`src/hdl/tspwm_consts.vh`:
```
// register offsets, field positions, reset values and encodings of the single-pulse / pwm timer
`ifndef TSPWM_CONSTS_VH
`define TSPWM_CONSTS_VH

// ****************************************
// register word addresses (each value is compared directly with avs_address)
// ****************************************
`define TSPWM_OFF_CTRL      4'h0
`define TSPWM_OFF_FILT      4'h1
`define TSPWM_OFF_DEADT     4'h2
`define TSPWM_OFF_RELOAD    4'h3
`define TSPWM_OFF_COUNT     4'h4
`define TSPWM_OFF_CMPA      4'h5
`define TSPWM_OFF_CMPB      4'h6
`define TSPWM_OFF_STATUS    4'h7

// ****************************************
// timer_control_reg fields
// ****************************************
`define TSPWM_CR_EN         0
`define TSPWM_CR_MODE_LO    1
`define TSPWM_CR_MODE_HI    2
`define TSPWM_CR_DIR        3
`define TSPWM_CR_COMP       4
`define TSPWM_CR_TWOPT      5
`define TSPWM_CR_SHOT       6
`define TSPWM_CR_SLAVE      7
`define TSPWM_CR_BUFA       8
`define TSPWM_CR_BUFB       9
`define TSPWM_CR_RESET      10'h020

// ****************************************
// output_filter_reg fields
// ****************************************
`define TSPWM_FL_MODEA_LO   0
`define TSPWM_FL_MODEA_HI   2
`define TSPWM_FL_MODEB_LO   4
`define TSPWM_FL_MODEB_HI   6
`define TSPWM_FL_POLA       3
`define TSPWM_FL_POLB       7
`define TSPWM_FL_RESET      8'h00

// ****************************************
// dead_time_reg fields
// ****************************************
`define TSPWM_DT_MOE        0

// ****************************************
// encodings
// ****************************************
`define TSPWM_MODE_EDGE     2'h2
`define TSPWM_MODE_CENTER   2'h3
`define TSPWM_OCM_FLOW      3'h0
`define TSPWM_OCM_FHIGH     3'h1
`define TSPWM_OCM_MCLR      3'h2
`define TSPWM_OCM_MSET      3'h3
`define TSPWM_OCM_MTOG      3'h4
`define TSPWM_OCM_MPULSE    3'h5
`define TSPWM_OCM_PWM1      3'h6
`define TSPWM_OCM_PWM2      3'h7

`endif

```
`src/hdl/tspwm_timer.v`:
```
// single-pulse and independent pwm output timer with an avalon-mm register slave
//
// Register access over Avalon-MM and the placing of the registers were left to the implementer.
`timescale 1ns/100ps
// Summary of operation
// single_shot_select set: counter stops at next update event.
// software puts timer in slave mode and a compare mode before single pulse.
// single pulse up: counter below compare, compare not above reload.
// single pulse down: counter above compare.
// single pulse: counting starts on trigger edge, one positive pulse results.
// delay is counter start to compare; width is compare to reload.
// pwm period from auto_reload_value, duty from channel_compare_value.
// comp field 0 selects independent pwm; mode 110 pwm1, 111 pwm2.
// pwm reaches pins only while main_output_enable is 1.
// channel a uses single or double compare per two_point_select.
// two_point_select 0 enables double compare on channel a.
// channel b always single compare from compare_value_b.
// single, up: mode 1 high while counter below compare; mode 2 inverse.
// single, down: mode 1 low while counter above compare; mode 2 inverse.
// double edge up: mode1 low a<cnt<=b; mode2 high a<=cnt<b.
// double edge down: mode1 high a<cnt<=b; mode2 low a<=cnt<b.
// double center up: by compare a, mode1 high below a, mode2 low.
// double center down: by compare b, mode1 low above b, mode2 high.
// counting mode 0x2 edge-aligned, 0x3 center-aligned.
// edge-aligned direction 0x0 up, 0x1 down.
// polarity 0 passes reference, 1 inverts it.
// software loads counter below reload before setting enable.
// software enables peripheral clock before configuring the timer.
// buffered compare takes effect at update event, else immediately.
// update event at reload when up, at zero when down; in center-aligned mode the code updates only at zero on the way down.

module tspwm_timer #(
	parameter WIDTH = 16
) (
	input  wire             clk,
	input  wire             reset_n,
	input  wire             clk_en,
	input  wire [3:0]       avs_address,
	input  wire             avs_read,
	input  wire             avs_write,
	input  wire [31:0]      avs_writedata,
	input  wire [3:0]       avs_byteenable,
	output reg  [31:0]      avs_readdata,
	output wire             avs_waitrequest,
	input  wire             trigger_in,
	output reg              channel_out_a,
	output reg              channel_out_b,
	output wire             channel_oe_a,
	output wire             channel_oe_b
);

`include "tspwm_consts.vh"

	// ****************************************
	// registers
	// ****************************************
	reg  [9:0]       ctrl_q;
	reg  [7:0]       filt_q;
	reg              moe_q;
	reg  [WIDTH-1:0] reload_q;
	reg  [WIDTH-1:0] count_q;
	reg  [WIDTH-1:0] cmpa_wr_q;
	reg  [WIDTH-1:0] cmpb_wr_q;
	reg  [WIDTH-1:0] cmpa_q;
	reg  [WIDTH-1:0] cmpb_q;
	reg              dir_cnt_q;
	reg              armed_q;
	reg              stopped_q;
	reg              rd_pend_q;
	reg  [2:0]       trig_sync_q;
	reg              trig_seen_q;

	wire             enable     = ctrl_q[`TSPWM_CR_EN];
	wire [1:0]       cmode      = ctrl_q[`TSPWM_CR_MODE_HI:`TSPWM_CR_MODE_LO];
	wire             center     = (cmode == `TSPWM_MODE_CENTER);
	wire             edge_down  = ctrl_q[`TSPWM_CR_DIR] && !center;
	wire             comp_sel   = ctrl_q[`TSPWM_CR_COMP];
	wire             two_point  = !ctrl_q[`TSPWM_CR_TWOPT];
	wire             single     = ctrl_q[`TSPWM_CR_SHOT];
	wire             slave      = ctrl_q[`TSPWM_CR_SLAVE];
	wire [2:0]       ocm_a      = filt_q[`TSPWM_FL_MODEA_HI:`TSPWM_FL_MODEA_LO];
	wire [2:0]       ocm_b      = filt_q[`TSPWM_FL_MODEB_HI:`TSPWM_FL_MODEB_LO];

	// ****************************************
	// avalon slave: writes in one cycle, reads take one wait cycle
	// ****************************************
	wire             wr_en      = avs_write && clk_en;
	wire             rd_done    = avs_read && rd_pend_q;
	assign avs_waitrequest = (avs_read && !rd_pend_q) || !clk_en;

	function [31:0] be_merge;
		input [31:0] old_v;
		input [31:0] new_v;
		input [3:0]  be;
		integer i;
		begin
			be_merge = old_v;
			for (i = 0; i < 4; i = i + 1) begin
				if (be[i])
					be_merge[i*8 +: 8] = new_v[i*8 +: 8];
			end
		end
	endfunction

	function [31:0] widen;
		input [WIDTH-1:0] v;
		begin
			widen = 32'h00000000;
			widen[WIDTH-1:0] = v;
		end
	endfunction

	wire [31:0] wdat_ctrl   = be_merge({22'h000000, ctrl_q}, avs_writedata, avs_byteenable);
	wire [31:0] wdat_filt   = be_merge({24'h000000, filt_q}, avs_writedata, avs_byteenable);
	wire [31:0] wdat_reload = be_merge(widen(reload_q), avs_writedata, avs_byteenable);
	wire [31:0] wdat_count  = be_merge(widen(count_q), avs_writedata, avs_byteenable);
	wire [31:0] wdat_cmpa   = be_merge(widen(cmpa_wr_q), avs_writedata, avs_byteenable);
	wire [31:0] wdat_cmpb   = be_merge(widen(cmpb_wr_q), avs_writedata, avs_byteenable);

	wire wr_ctrl   = wr_en && (avs_address == `TSPWM_OFF_CTRL);
	wire wr_filt   = wr_en && (avs_address == `TSPWM_OFF_FILT);
	wire wr_deadt  = wr_en && (avs_address == `TSPWM_OFF_DEADT) && avs_byteenable[0];
	wire wr_reload = wr_en && (avs_address == `TSPWM_OFF_RELOAD);
	wire wr_count  = wr_en && (avs_address == `TSPWM_OFF_COUNT);
	wire wr_cmpa   = wr_en && (avs_address == `TSPWM_OFF_CMPA);
	wire wr_cmpb   = wr_en && (avs_address == `TSPWM_OFF_CMPB);

	// ****************************************
	// trigger input synchroniser and edge detect
	// ****************************************
	wire trig_level = trig_sync_q[2];
	wire trig_agree = (trig_sync_q[1] == trig_sync_q[2]);
	wire trig_rise  = trig_agree && trig_sync_q[1] && !trig_seen_q;

	// ****************************************
	// counter and update event
	// ****************************************
	wire at_top    = (count_q >= reload_q);
	wire at_zero   = (count_q == {WIDTH{1'b0}});
	wire running   = enable && !stopped_q && (!slave || armed_q);
	wire going_dn  = center ? dir_cnt_q : edge_down;

	wire update_ev = running && (center ? (going_dn && at_zero) : (going_dn ? at_zero : at_top));

	always @(posedge clk or negedge reset_n) begin
		if (!reset_n) begin
			trig_sync_q <= 3'h0;
			trig_seen_q <= 1'b0;
		end else if (clk_en) begin
			trig_sync_q <= {trig_sync_q[1:0], trigger_in};
			if (trig_agree)
				trig_seen_q <= trig_level;
		end
	end

	always @(posedge clk or negedge reset_n) begin
		if (!reset_n) begin
			count_q   <= {WIDTH{1'b0}};
			dir_cnt_q <= 1'b0;
			armed_q   <= 1'b0;
			stopped_q <= 1'b0;
		end else if (clk_en) begin
			if (!enable || wr_ctrl) begin
				stopped_q <= 1'b0;
				armed_q   <= 1'b0;
			end else if (slave && trig_rise && !armed_q) begin
				armed_q <= 1'b1;
			end
			if (wr_count) begin
				count_q <= wdat_count[WIDTH-1:0];
			end else if (running) begin
				if (update_ev && single) begin
					stopped_q <= 1'b1;
					armed_q   <= 1'b0;
				end
				if (center) begin
					if (!dir_cnt_q && at_top) begin
						dir_cnt_q <= 1'b1;
						count_q   <= count_q - {{(WIDTH-1){1'b0}}, 1'b1};
					end else if (dir_cnt_q && at_zero) begin
						dir_cnt_q <= 1'b0;
						count_q   <= count_q + {{(WIDTH-1){1'b0}}, 1'b1};
					end else if (dir_cnt_q) begin
						count_q <= count_q - {{(WIDTH-1){1'b0}}, 1'b1};
					end else begin
						count_q <= count_q + {{(WIDTH-1){1'b0}}, 1'b1};
					end
				end else if (edge_down) begin
					count_q <= at_zero ? reload_q : count_q - {{(WIDTH-1){1'b0}}, 1'b1};
				end else begin
					count_q <= at_top ? {WIDTH{1'b0}} : count_q + {{(WIDTH-1){1'b0}}, 1'b1};
				end
			end
		end
	end

	// ****************************************
	// register file and compare shadow
	// ****************************************
	always @(posedge clk or negedge reset_n) begin
		if (!reset_n) begin
			ctrl_q    <= `TSPWM_CR_RESET;
			filt_q    <= `TSPWM_FL_RESET;
			moe_q     <= 1'b0;
			reload_q  <= {WIDTH{1'b1}};
			cmpa_wr_q <= {WIDTH{1'b0}};
			cmpb_wr_q <= {WIDTH{1'b0}};
			cmpa_q    <= {WIDTH{1'b0}};
			cmpb_q    <= {WIDTH{1'b0}};
			rd_pend_q <= 1'b0;
		end else if (clk_en) begin
			rd_pend_q <= avs_read && !rd_pend_q;
			if (wr_ctrl)
				ctrl_q <= wdat_ctrl[9:0];
			if (wr_filt)
				filt_q <= wdat_filt[7:0];
			if (wr_deadt)
				moe_q <= avs_writedata[`TSPWM_DT_MOE];
			if (wr_reload)
				reload_q <= wdat_reload[WIDTH-1:0];
			if (wr_cmpa)
				cmpa_wr_q <= wdat_cmpa[WIDTH-1:0];
			if (wr_cmpb)
				cmpb_wr_q <= wdat_cmpb[WIDTH-1:0];
			// shadow loads from the register being written as well, so no write is ever one update late
			if (wr_cmpa && !ctrl_q[`TSPWM_CR_BUFA])
				cmpa_q <= wdat_cmpa[WIDTH-1:0];
			else if (update_ev || !ctrl_q[`TSPWM_CR_BUFA])
				cmpa_q <= wr_cmpa ? wdat_cmpa[WIDTH-1:0] : cmpa_wr_q;
			if (wr_cmpb && !ctrl_q[`TSPWM_CR_BUFB])
				cmpb_q <= wdat_cmpb[WIDTH-1:0];
			else if (update_ev || !ctrl_q[`TSPWM_CR_BUFB])
				cmpb_q <= wr_cmpb ? wdat_cmpb[WIDTH-1:0] : cmpb_wr_q;
		end
	end

	always @(posedge clk or negedge reset_n) begin
		if (!reset_n) begin
			avs_readdata <= 32'h00000000;
		end else if (clk_en && avs_read && !rd_pend_q) begin
			case (avs_address)
			`TSPWM_OFF_CTRL:   avs_readdata <= {22'h000000, ctrl_q};
			`TSPWM_OFF_FILT:   avs_readdata <= {24'h000000, filt_q};
			`TSPWM_OFF_DEADT:  avs_readdata <= {31'h00000000, moe_q};
			`TSPWM_OFF_RELOAD: avs_readdata <= widen(reload_q);
			`TSPWM_OFF_COUNT:  avs_readdata <= widen(count_q);
			`TSPWM_OFF_CMPA:   avs_readdata <= widen(cmpa_wr_q);
			`TSPWM_OFF_CMPB:   avs_readdata <= widen(cmpb_wr_q);
			`TSPWM_OFF_STATUS: avs_readdata <= {28'h0000000, going_dn, armed_q, stopped_q, running};
			default:           avs_readdata <= 32'h00000000;
			endcase
		end
	end

	// ****************************************
	// reference waveform generation
	// ****************************************
	// single-point pwm: output high means "mode 1 active" with pwm2 low, "mode 1 inactive" with pwm2 high
	function single_ref;
		input             pwm2;
		input             down;
		input [WIDTH-1:0] cnt;
		input [WIDTH-1:0] cmp;
		begin
			if (down)
				single_ref = pwm2 ? (cnt > cmp) : !(cnt > cmp);
			else
				single_ref = pwm2 ? !(cnt < cmp) : (cnt < cmp);
		end
	endfunction

	// match-based modes act on equality; forced modes ignore the counter
	function cmp_ref;
		input [2:0]       ocm;
		input             prev;
		input             down;
		input [WIDTH-1:0] cnt;
		input [WIDTH-1:0] cmp;
		begin
			case (ocm)
			`TSPWM_OCM_FLOW:   cmp_ref = 1'b0;
			`TSPWM_OCM_FHIGH:  cmp_ref = 1'b1;
			`TSPWM_OCM_MCLR:   cmp_ref = (cnt == cmp) ? 1'b0 : prev;
			`TSPWM_OCM_MSET:   cmp_ref = (cnt == cmp) ? 1'b1 : prev;
			`TSPWM_OCM_MTOG:   cmp_ref = (cnt == cmp) ? !prev : prev;
			`TSPWM_OCM_MPULSE: cmp_ref = (cnt == cmp);
			default:           cmp_ref = single_ref(ocm[0], down, cnt, cmp);
			endcase
		end
	endfunction

	reg ref_a_q;
	reg ref_b_q;
	reg ref_a_d;
	wire ref_b_d = cmp_ref(ocm_b, ref_b_q, going_dn, count_q, cmpb_q);
	wire pwm_a   = (ocm_a == `TSPWM_OCM_PWM1) || (ocm_a == `TSPWM_OCM_PWM2);
	wire pwm2_a  = (ocm_a == `TSPWM_OCM_PWM2);

	always @* begin
		ref_a_d = cmp_ref(ocm_a, ref_a_q, going_dn, count_q, cmpa_q);
		if (pwm_a && two_point) begin
			if (center) begin
				if (!going_dn)
					ref_a_d = pwm2_a ? !(count_q < cmpa_q) : (count_q < cmpa_q);
				else
					ref_a_d = pwm2_a ? (count_q > cmpb_q) : !(count_q > cmpb_q);
			end else if (!going_dn) begin
				if (pwm2_a)
					ref_a_d = (count_q >= cmpa_q) && (count_q < cmpb_q);
				else
					ref_a_d = !((count_q > cmpa_q) && (count_q <= cmpb_q));
			end else begin
				if (pwm2_a)
					ref_a_d = !((count_q >= cmpa_q) && (count_q < cmpb_q));
				else
					ref_a_d = (count_q > cmpa_q) && (count_q <= cmpb_q);
			end
		end
	end

	// ****************************************
	// output stage
	// ****************************************
	// the single pulse ends with the counter stop, so the reference is held low once stopped
	wire hold_low  = single && (stopped_q || (slave && !armed_q));
	wire route_ok  = moe_q && !comp_sel;

	always @(posedge clk or negedge reset_n) begin
		if (!reset_n) begin
			ref_a_q       <= 1'b0;
			ref_b_q       <= 1'b0;
			channel_out_a <= 1'b0;
			channel_out_b <= 1'b0;
		end else if (clk_en) begin
			ref_a_q       <= hold_low ? 1'b0 : ref_a_d;
			ref_b_q       <= hold_low ? 1'b0 : ref_b_d;
			channel_out_a <= route_ok && ((hold_low ? 1'b0 : ref_a_d) ^ filt_q[`TSPWM_FL_POLA]);
			channel_out_b <= route_ok && ((hold_low ? 1'b0 : ref_b_d) ^ filt_q[`TSPWM_FL_POLB]);
		end
	end

	assign channel_oe_a = route_ok;
	assign channel_oe_b = route_ok;

endmodule

```
`config.mk`:
```
export PLATFORM = sky130hd
export DESIGN_NAME = tspwm_timer
export DESIGN_NICKNAME = d
export VERILOG_FILES = /design/src/hdl/tspwm_timer.v
export VERILOG_INCLUDE_DIRS = /design/src /design/src/hdl
export SDC_FILE = /design/constraint.sdc
export NUM_CORES = 1
export LEC_CHECK = 0
export ABC_AREA = 1
export BUFFER_PORTS_ARGS = -buffer_cell sky130_fd_sc_hd__clkbuf_2
export CAP_MARGIN = 20
export CELL_PAD_IN_SITES_DETAIL_PLACEMENT = 1
export CELL_PAD_IN_SITES_GLOBAL_PLACEMENT = 1
export CORE_MARGIN = 2
export CORE_UTILIZATION = 45
export DETAILED_ROUTE_END_ITERATION = 16
export PLACE_DENSITY_LB_ADDON = 0.15
export SLEW_MARGIN = 0
export SYNTH_ARGS = -nofsm -noshare
export SYNTH_HDL_FRONTEND = slang
export SYNTH_SLANG_ARGS = --single-unit
```
`constraint.sdc`:
```
create_clock -name clk -period 3.9 [get_ports clk]
set_input_delay 0.585 -clock clk [delete_from_list [all_inputs] [get_ports clk]]
set_output_delay 0.585 -clock clk [all_outputs]
set_load 0.05 [all_outputs]
```
# After elaboration in Yosys (flattened, before gate mapping)
# Index checks and enable logic that the tools add are counted.
# word_totals
out_inout_bits	37
elab_cells	202
reg_bits	159
# classes
reduce_logical	82
magnitude_cmp	7
n_addsub	2
mux	60
n_eq_ne	25
bitwise_logic	3
# op_table
op	n
$mux W16	15
$pmux W16 S8	1
$mux W8	6
$mux W1	36
$logic_and A1 B1 Y1	34
$eq A16 B16 Y1	2
$ge A16 B16 Y1	2
$gt A16 B16 Y1	2
$lt A16 B16 Y1	2
$logic_not A1 Y1	21
$reduce_and A3 Y1	7
$eq A3 B3 Y1 const B	6
$add A16 B1 Y16 const B	1
$eq A4 B3 Y1 const B	4
$le A16 B16 Y1	1
$logic_not A16 Y1	1
$sub A16 B1 Y16 const B	1
$eq A3 B2 Y1 const B	4
$pmux W1 S6	2
$eq A4 B2 Y1 const B	2
$reduce_and A2 Y1	4
$reduce_bool A2 Y1	4
$logic_or A1 B1 Y1	7
$eq A3 B1 Y1 const B	2
other kinds (9)	12

# Logic depth before layout (Yosys ltp)
# Gate-level depths: netlist of run 1.
# logic_depth
depth_word	11
depth_mapped	21
mapped_depth_nobuf	21

# Worst setup path after synthesis of run 1
# OpenSTA, ideal clock, no wires.
# synth_path
kind	register to register
from	register count_q[7], in the netlist cmp_ref.cnt[7]
to	register channel_out_a
required_ps	3782
path_stages_with_launch	19
arrival_ps	2343
setup_time_ps	118
period_less_slack_ps	2460
setup_slack_ps	1440
cell_sequence	dfrtp_1 ha_1 nand2_1 nor2_1 nand2_1 nor3_1 inv_1 ha_1 nand4_1 a21boi_0 nand4_1 nand2_1 nand3_1 nand2_1 inv_1 nand2_1 nand2_1 nand3_1 nand2_1
# synth_via
elab_chain_len	10
# synth_lines
element	line_no	source
from (decl)	tspwm_timer.v:61	reg [WIDTH-1:0] count_q;
from (signal assigned)	tspwm_timer.v:158	count_q <= {WIDTH{1'b0}};
from (signal assigned)	tspwm_timer.v:170	count_q <= wdat_count[WIDTH-1:0];
from (signal assigned)	tspwm_timer.v:179	count_q <= count_q - {{(WIDTH-1){1'b0}}, 1'b1};
branches (longest 6 deep; another with $lt A16 B16 Y1)	n/a	
$mux W1 *	tspwm_timer.v:301	if (pwm_a && two_point) begin
$mux W1 *	tspwm_timer.v:337	channel_out_a <= route_ok && ((hold_low ? 1'b0 : ref_a_d) ^ filt_q[`TSPWM_FL_POLA]);
$xor A1 B1 Y1 *	tspwm_timer.v:337	
$logic_and A1 B1 Y1 *	tspwm_timer.v:337	
to (signal assigned)	tspwm_timer.v:337	
to (decl)	tspwm_timer.v:46	output reg channel_out_a,
# Every way passes the cells marked *.
# A chain may end at the register's enable or synchronous reset.

# Final worst setup path of run 1
# layout_path
from	register count_q[0], in the netlist cmp_ref.cnt[0]
to	register cmpb_q[0]
# layout_via
elab_chain_len	7
# layout_lines
element	line_no	source
$ge A16 B16 Y1 / $logic_not A16 Y1 (equally long branches)	tspwm_timer.v:138, tspwm_timer.v:139	
$mux W1 / $logic_and A1 B1 Y1 (equally long branches)	tspwm_timer.v:143	wire update_ev = running && (center ? (going_dn && at_zero) : (going_dn ? at_zero : at_top));
$mux W1 *	tspwm_timer.v:143	
$logic_and A1 B1 Y1 *	tspwm_timer.v:143	
$logic_or A1 B1 Y1 *	tspwm_timer.v:232	else if (update_ev || !ctrl_q[`TSPWM_CR_BUFB])
$reduce_bool A2 Y1 (no line) *	n/a	
$reduce_and A2 Y1 (no line) *	n/a	
to (signal assigned)	tspwm_timer.v:209	cmpb_q <= {WIDTH{1'b0}};
to (signal assigned)	tspwm_timer.v:231	cmpb_q <= wdat_cmpb[WIDTH-1:0];
to (signal assigned)	tspwm_timer.v:233	cmpb_q <= wr_cmpb ? wdat_cmpb[WIDTH-1:0] : cmpb_wr_q;
to (decl)	tspwm_timer.v:65	reg [WIDTH-1:0] cmpb_q;
# Mark *: on every way between the ends. The rest lies on a longest branch, timed or not.

==> results of run 1 <==
==> stage by stage <==
stage	cell area, sq um	setup WS (ns)
final	10220	0.7675
after global routing	10220	0.4408
after CTS	10220	0.7694
after detailed placement	9620	0.8187
after global placement	9620	0.8625
after floorplan	9223	1.440
==> sequential cells by signal, summed over array words and instances, names as in the netlist <==
| name | flops |
|---|---|
| armed_q | 1 |
| trig_seen_q | 1 |
| ctrl_q | 10 |
| channel_out_a | 1 |
| ref_b_q | 1 |
| cmpb_wr_q | 16 |
| reload_q | 16 |
| moe_q | 1 |
| cmp_ref.cnt | 16 |
| channel_out_b | 1 |
| dir_cnt_q | 1 |
| stopped_q | 1 |
| rd_pend_q | 1 |
| filt_q | 8 |
| avs_readdata | 16 |
| cmpb_q | 16 |
| cmpa_wr_q | 16 |
| cmp_ref.cmp | 16 |
| trig_sync_q | 3 |
| cmp_ref.prev | 1 |
==> final cells by class <==
| type | count | area share (%) |
|---|---|---|
| clock buffers | 18 | 4.199 |
| clock inverters | 14 | 1.665 |
| inverters | 160 | 5.889 |
| multi-input cells | 851 | 46.01 |
| flip-flops and latches | 143 | 35.22 |
| well taps | 270 | 3.306 |
| repair buffers | 64 | 3.710 |
==> cells in the mapped netlist, drive strengths merged (3+ instances only) <==
cell / number
a21oi: 55
nor2: 70
dfstp: 17
o2111ai: 6
or2: 3
o21ai: 167
o22ai: 22
dfrtp: 126
buf: 33
mux2: 20
nor3: 14
ha: 56
xor2: 23
clkbuf: 20
nand4: 12
nand3: 52
a31oi: 4
inv: 158
o211ai: 7
nand3b: 3
nand2: 295
a221oi: 5
==> routing by layer <==
metal	GRT usage, %	share of wire (%)
met1	43.71	47
met5	0	0
met3	3.385	4.7
met4	9.660	2.4
met2	47.30	46
==> report_power, final <==
group	switching (uW)	leakage [uW]	internal, uW
registers	407	0.00184	1780
logic	2330	0.00291	1090
clock network	751	0.000294	968
total	3490	0.00504	3830
==> worst max-delay path, delay by kind of cell (launching register included) <==
family                   cells  cell delay [ns]
AND/OR/NAND/NOR              6             0.72
flip-flops                   1             0.44
AO/OA/AOI/OAI                3             0.48
buffers and inverters        4             1.17
adder cells (fa/ha/maj)      1             0.22
==> logic make-up (layout without fill, tap and decap cells) <==
kind of cell    count (synthesis)  after routing  share of synthesized area (%)
flops                         143            143                          39.27
xor+xnor                       24             24                          2.293
fa+ha+maj                      56             56                          7.644
other cells                     1             16                        0.04091
compound gates                284            284                          17.79
simple gates                  451            451                          20.46
buf+inv                       213            256                          10.05
mux                            20             20                          2.457
==> worst paths after layout <==
kind / endpoint / slack [ns] / depth (start not counted)
max: cmpb_q[0] / 0.77 / 14
min in group clk: trig_sync_q[0] / 0.36 / 3
max reg2reg: cmpb_q[0] / 0.77 / 14
min reg2reg: channel_out_a / 0.48 / 2
min: cmpb_q[13] / 0.20 / 1
max in group asynchronous: channel_out_a / 2.82 / 2
==> results.md, run 1 <==
* Total power at 7322 uW
* Die height at about 150 microns
* Final setup TNS at 0 ns
* Clock root cell: clkbuf_16
* Avg Cell Area, Syn at ~7.7 sq um
* Largest area contributor in the netlist: dfrtp_1
* Final core utilization at approximately 51%
* Clock Latency Late Sink at 0.44 ns
* GRT Residual Overflow at 0
* Pwr dens at ~700 nW/um^2
* CP endpoint kind: flop
* Slew Viols, Final at 0
* Fin. Hold Viols at 0
* CP most frequent cell: nand2_1
* Post-CTS sizing at 0
* Most used DFF post-synth: dfrtp_1
* DP Cell Count at approximately 1,500
* Post-synthesis async set-or-reset flop share at 100.0%
* Total core area at approximately 20,000 sq um
* Detailed-router iteration count before antenna repair at 5
* IO buf count at 48
* R2r startpoint: cmp_ref.cnt[0]
* GPL Wtd Cong at ~0.9
* CP max FO at 32
* DR DRC count at 0
* Cell Area, Synth at between 9000 and 10,000 sq um
* P&R area growth vs syn at 11.49%
* Synth top area share at ~34%
* # Max-Cap Violations at 0
* Worst vdd ir at slightly above 0.3 mV
* Number of synthesized flops with an enable pin at 0
* Critical Path Max Stage Delay at approximately 0.44 ns
* Cts-stage hold buffer count at 0
* HP Class: in -> async
* Most frequent cells in the layout: nand2_1, inv_1, o21ai_0
* FMAX at 319.2 MHz
* CP required at roughly 4.3 ns
* Crit share post-route at about 80%
* P_leak at about 0.0050 uW
* Crit path time final at 3.133 ns
* Crit Path Class: reg -> reg
* Yosys reg bits at roughly 140
* Sequential share of the synthesized area at approximately two fifths
* TritonCTS buffer count at 17
* Number of I/O pins at 83
* Routed vias/inst at between 5 and 6
* Critical path startpoint category: flop
* First-pass GRT wire length at ~50,000 microns
* Synth unique cells at 53
* Initial DRC count at between 500 and 600
* Area taken by multi-input logic gates at between 4000 and 5000 sq um
* Die W at approximately 150 microns
* DP Wirelength at around 23,000 microns
* Skew final at between 0.01 and 0.015 ns
* WHS at 0.2024 ns
* Postcts setup bufs at 0
* DR vias at about 8,600
* Synth area leaders: dfrtp_1, nand2_1, ha_1
* Routed len/inst at 20.76 microns
* CP max stage cell: dfrtp_1
* Fill count at roughly 2,500
* Actual slew at the worst max-slew pin at 0.8881 ns
* Antenna viol nets, final at 0
* Setup crit start: cmp_ref.cnt[0]
* Status: completed
* Sequential cell area at between 3000 and 4000 sq um
* Nets at 1,339
* Commonest non-fill, non-tap cell in the layout: nand2_1
* Max clock buf depth at 2
* Syn Inst Count at 1,192
* Relative slew slack at between 40% and 50%
* Vias in the first global route at between 8,000 and 9,000
* Clock sinks at between 100 and 150
* Pin count of the biggest net entering global routing at 91
* RSZ-0062 raised after global routing: false
* GRT Overall Usage at a little under a third
* Core Rows at 52
* Finished Layout Cells at 1,520
* Yosys Warn Count at 0
* Share of post-route cells with drive strength above 1 at 13.20%
* Final setup viols at 0
* Initial antenna violation count at 0
* Antenna cells at 0
* DRT Wirelength at between 30,000 and 40,000 microns
* TritonCTS clock tree: yes
* Die area at roughly 22,000 sq um
* Clock transition at path regs at 0.07 ns
* Worst path arrival time at 3.49 ns
* Crit-path cells: inv_1, ha_1, nand2_1, nor3_1, nand2_1, buf_4, clkinv_2, nor2_2, a211oi_2, nand2_2, a21oi_4, buf_4, nand2_1, o21ai_1
* Starting density of the core at approximately 46%
* H-tree levels at 4
Power figures use the tool's default switching activity.
==> run 2: changes to the inputs <==
--- a/config.mk
+++ b/config.mk
@@ -12,7 +12,7 @@
 export CELL_PAD_IN_SITES_DETAIL_PLACEMENT = 1
 export CELL_PAD_IN_SITES_GLOBAL_PLACEMENT = 1
 export CORE_MARGIN = 2
-export CORE_UTILIZATION = 45
+export CORE_UTILIZATION = 41
 export DETAILED_ROUTE_END_ITERATION = 16
 export PLACE_DENSITY_LB_ADDON = 0.15
 export SLEW_MARGIN = 0
==> constraint.sdc (replaced) <==
create_clock -name clk -period 2.8 [get_ports clk]
set_input_delay 0.42 -clock clk [delete_from_list [all_inputs] [get_ports clk]]
set_output_delay 0.42 -clock clk [all_outputs]
set_load 0.05 [all_outputs]
==> run 2 against run 1 <==
Against the previous run: routed wire length up 4.0%; flip-flop and latch count unchanged; utilization down 1.7 points; critical endpoint is now channel_out_a; largest power group unchanged; highest routed layer unchanged.
==> results.md, run 2 (synthesis gave the netlist of run 1 again) <==
* Final setup TNS at 0 ns
* Sw Pwr at 5072 uW
* GPL Wtd Cong at 0.9072
* Clock transition at path regs at around 0.07 ns
* Most frequent cells in the layout: nand2_1, inv_1, o21ai_0
* HP Class: in -> reg
* Worst vdd ir at around 0.46 mV
* Final setup viols at 0
* Status: completed
* CP max FO at 4
* Post-DP Area at 9993 sq um
* TritonCTS clock tree: yes
* Antenna viol nets, final at 0
* Clock root cell: clkbuf_16
* CP required at between 3 and 4 ns
* Skew final at about 0.0093 ns
* WHS at 0.2014 ns
* Crit share post-route at around 95%
* Initial DRC count at 667
* Crit path time final at around 2.7 ns
* Nets at 1,387
* Total core area at about 22,000 sq um
* P_leak at approximately 0.0053 uW
* Comb pwr share at between 50% and 60%
* Antenna cells at 0
* IO buf count at 48
* Seq pwr share at about a quarter
* Clock Latency Late Sink at about 0.43 ns
* DP Wirelength at 25,520 microns
* Die height at about 150 microns
* Fin. Hold Viols at 0
* Vias in the first global route at just under 9,000
* Routed len/inst at approximately 21 microns
* Crit Path Class: reg -> reg
* Pwr dens at approximately 1000 nW/um^2
* DRT Wirelength at 32,820 microns
* TritonCTS buffer count at 17
* H-tree levels at 4
* Clock sinks at ~140
* Number of I/O pins at between 80 and 90
* Worst path arrival time at a little under 3 ns
* First-pass GRT wire length at approximately 50,000 microns
* Max clock buf depth at 2
* Routed vias/inst at roughly 5.5
* DR DRC count at 0
* CP endpoint kind: flop
* GRT Residual Overflow at 0
* Clock power frac at 21.6%
* Starting density of the core at between 40% and 50%
* Slew Viols, Final at 0
* GRT Overall Usage at between 20 and 30%
* Pin count of the biggest net entering global routing at about 50
* Relative slew slack at roughly 48%
* Commonest non-fill, non-tap cell in the layout: nand2_1
* # Max-Cap Violations at 0
* Critical path startpoint category: flop
* Die W at 153.5 microns
* Detailed-router iteration count before antenna repair at 5
* Finished layout cell area at approximately 11,000 sq um
* Die area at about 24,000 sq um
* Total power at ~11,000 uW
* Sw Ratio at about 46%
* P_int at 5871 uW
* Share of post-route cells with drive strength above 1 at 18.74%
* Actual slew at the worst max-slew pin at about 0.78 ns
* P&R area growth vs syn at 17.32%
* DR vias at between 8,000 and 9,000
* Initial antenna violation count at 0
* FMAX at 377.0 MHz
* Core Rows at 54
==> run 2: cell count changes in the layout (fill, tap and decap cells not counted), sizes merged <==
cell	before	now
clkinv	5	7
dlygate4sd3	0	1
inv	166	163
buf	17	64
==> run 2: critical path, cell delays in order (launching register included) <==
cell and delay, ns:
dfrtp_2 0.47, ha_4 0.29, nand2_1 0.08, nor2_2 0.13, nand2_1 0.09, nor3_2 0.17, buf_4 0.15, inv_2 0.06
ha_1 0.18, nor4_1 0.27, a21oi_1 0.07, nand4_1 0.10, nand2_1 0.06, nand3_1 0.07, nand2_1 0.05, inv_1 0.08
nand3_1 0.09, nand3_1 0.09, nand2_1 0.05
==> run 2: worst paths after layout <==
path | start | endpoint | slack, ns | cells past startpoint
worst max-delay path | cmp_ref.cnt[7] | channel_out_a | 0.15 | 18
worst min-delay path | trigger_in | trig_sync_q[0] | 0.20 | 3
worst max register to register | cmp_ref.cnt[7] | channel_out_a | 0.15 | 18
worst min register to register | reload_q[9] | reload_q[9] | 0.50 | 2
max in group asynchronous | reset_n | reload_q[3] | 1.48 | 3
min in group asynchronous | reset_n | cmpb_q[14] | 0.51 | 2
==> run 2: final cells by class <==
class,count,area (sq um)
Clock inverter,13,153.9
Multi-Input combinational cell,851,4816
Tap cell,280,350.3
Fill cell,2753,11140
Clock buffer,18,439.2
Timing Repair Buffer,112,779.5
Sequential cell,143,3613
Inverter,160,601.8
==> run 2: repair_timing <==
item,CTS,global route
resized for setup,0,37
endpoints found under the setup margin,0,48
buffers inserted,0,4
endpoints found under the hold margin,41,0
hold buffers,1,0
==> run 2: power groups by stage <==
stage                     sequential [uW]  combinational, uW  clock (uW)
final                                2880               5700        2370
after global placement               2850               5230           0
after global routing                 2920               6360        2470
after detailed placement             2870               5380           0
after floorplan                      2890               3340           0
after CTS                            2840               5430        2390
==> run 2: per-layer routing <==
layer	wire length, microns	track usage (%)	up-vias
met5	0	0	-
met3	1935	5.158	43
met2	14680	43.20	223
met4	669	8.257	0
li1	-	-	4107
met1	15530	41.61	4303
==> run 2: through the flow <==
step | worst slack, ns | util, % | instances
after detailed placement | 0.05904 | 45.65 | 1541
final | 0.1476 | 49.13 | 1577
after global routing | -0.1161 | 49.13 | 1577
after floorplan | 0.3396 | - | 1207
after global placement | 0.07234 | 45.65 | 1541
after CTS | 0.03732 | 48.41 | 1573
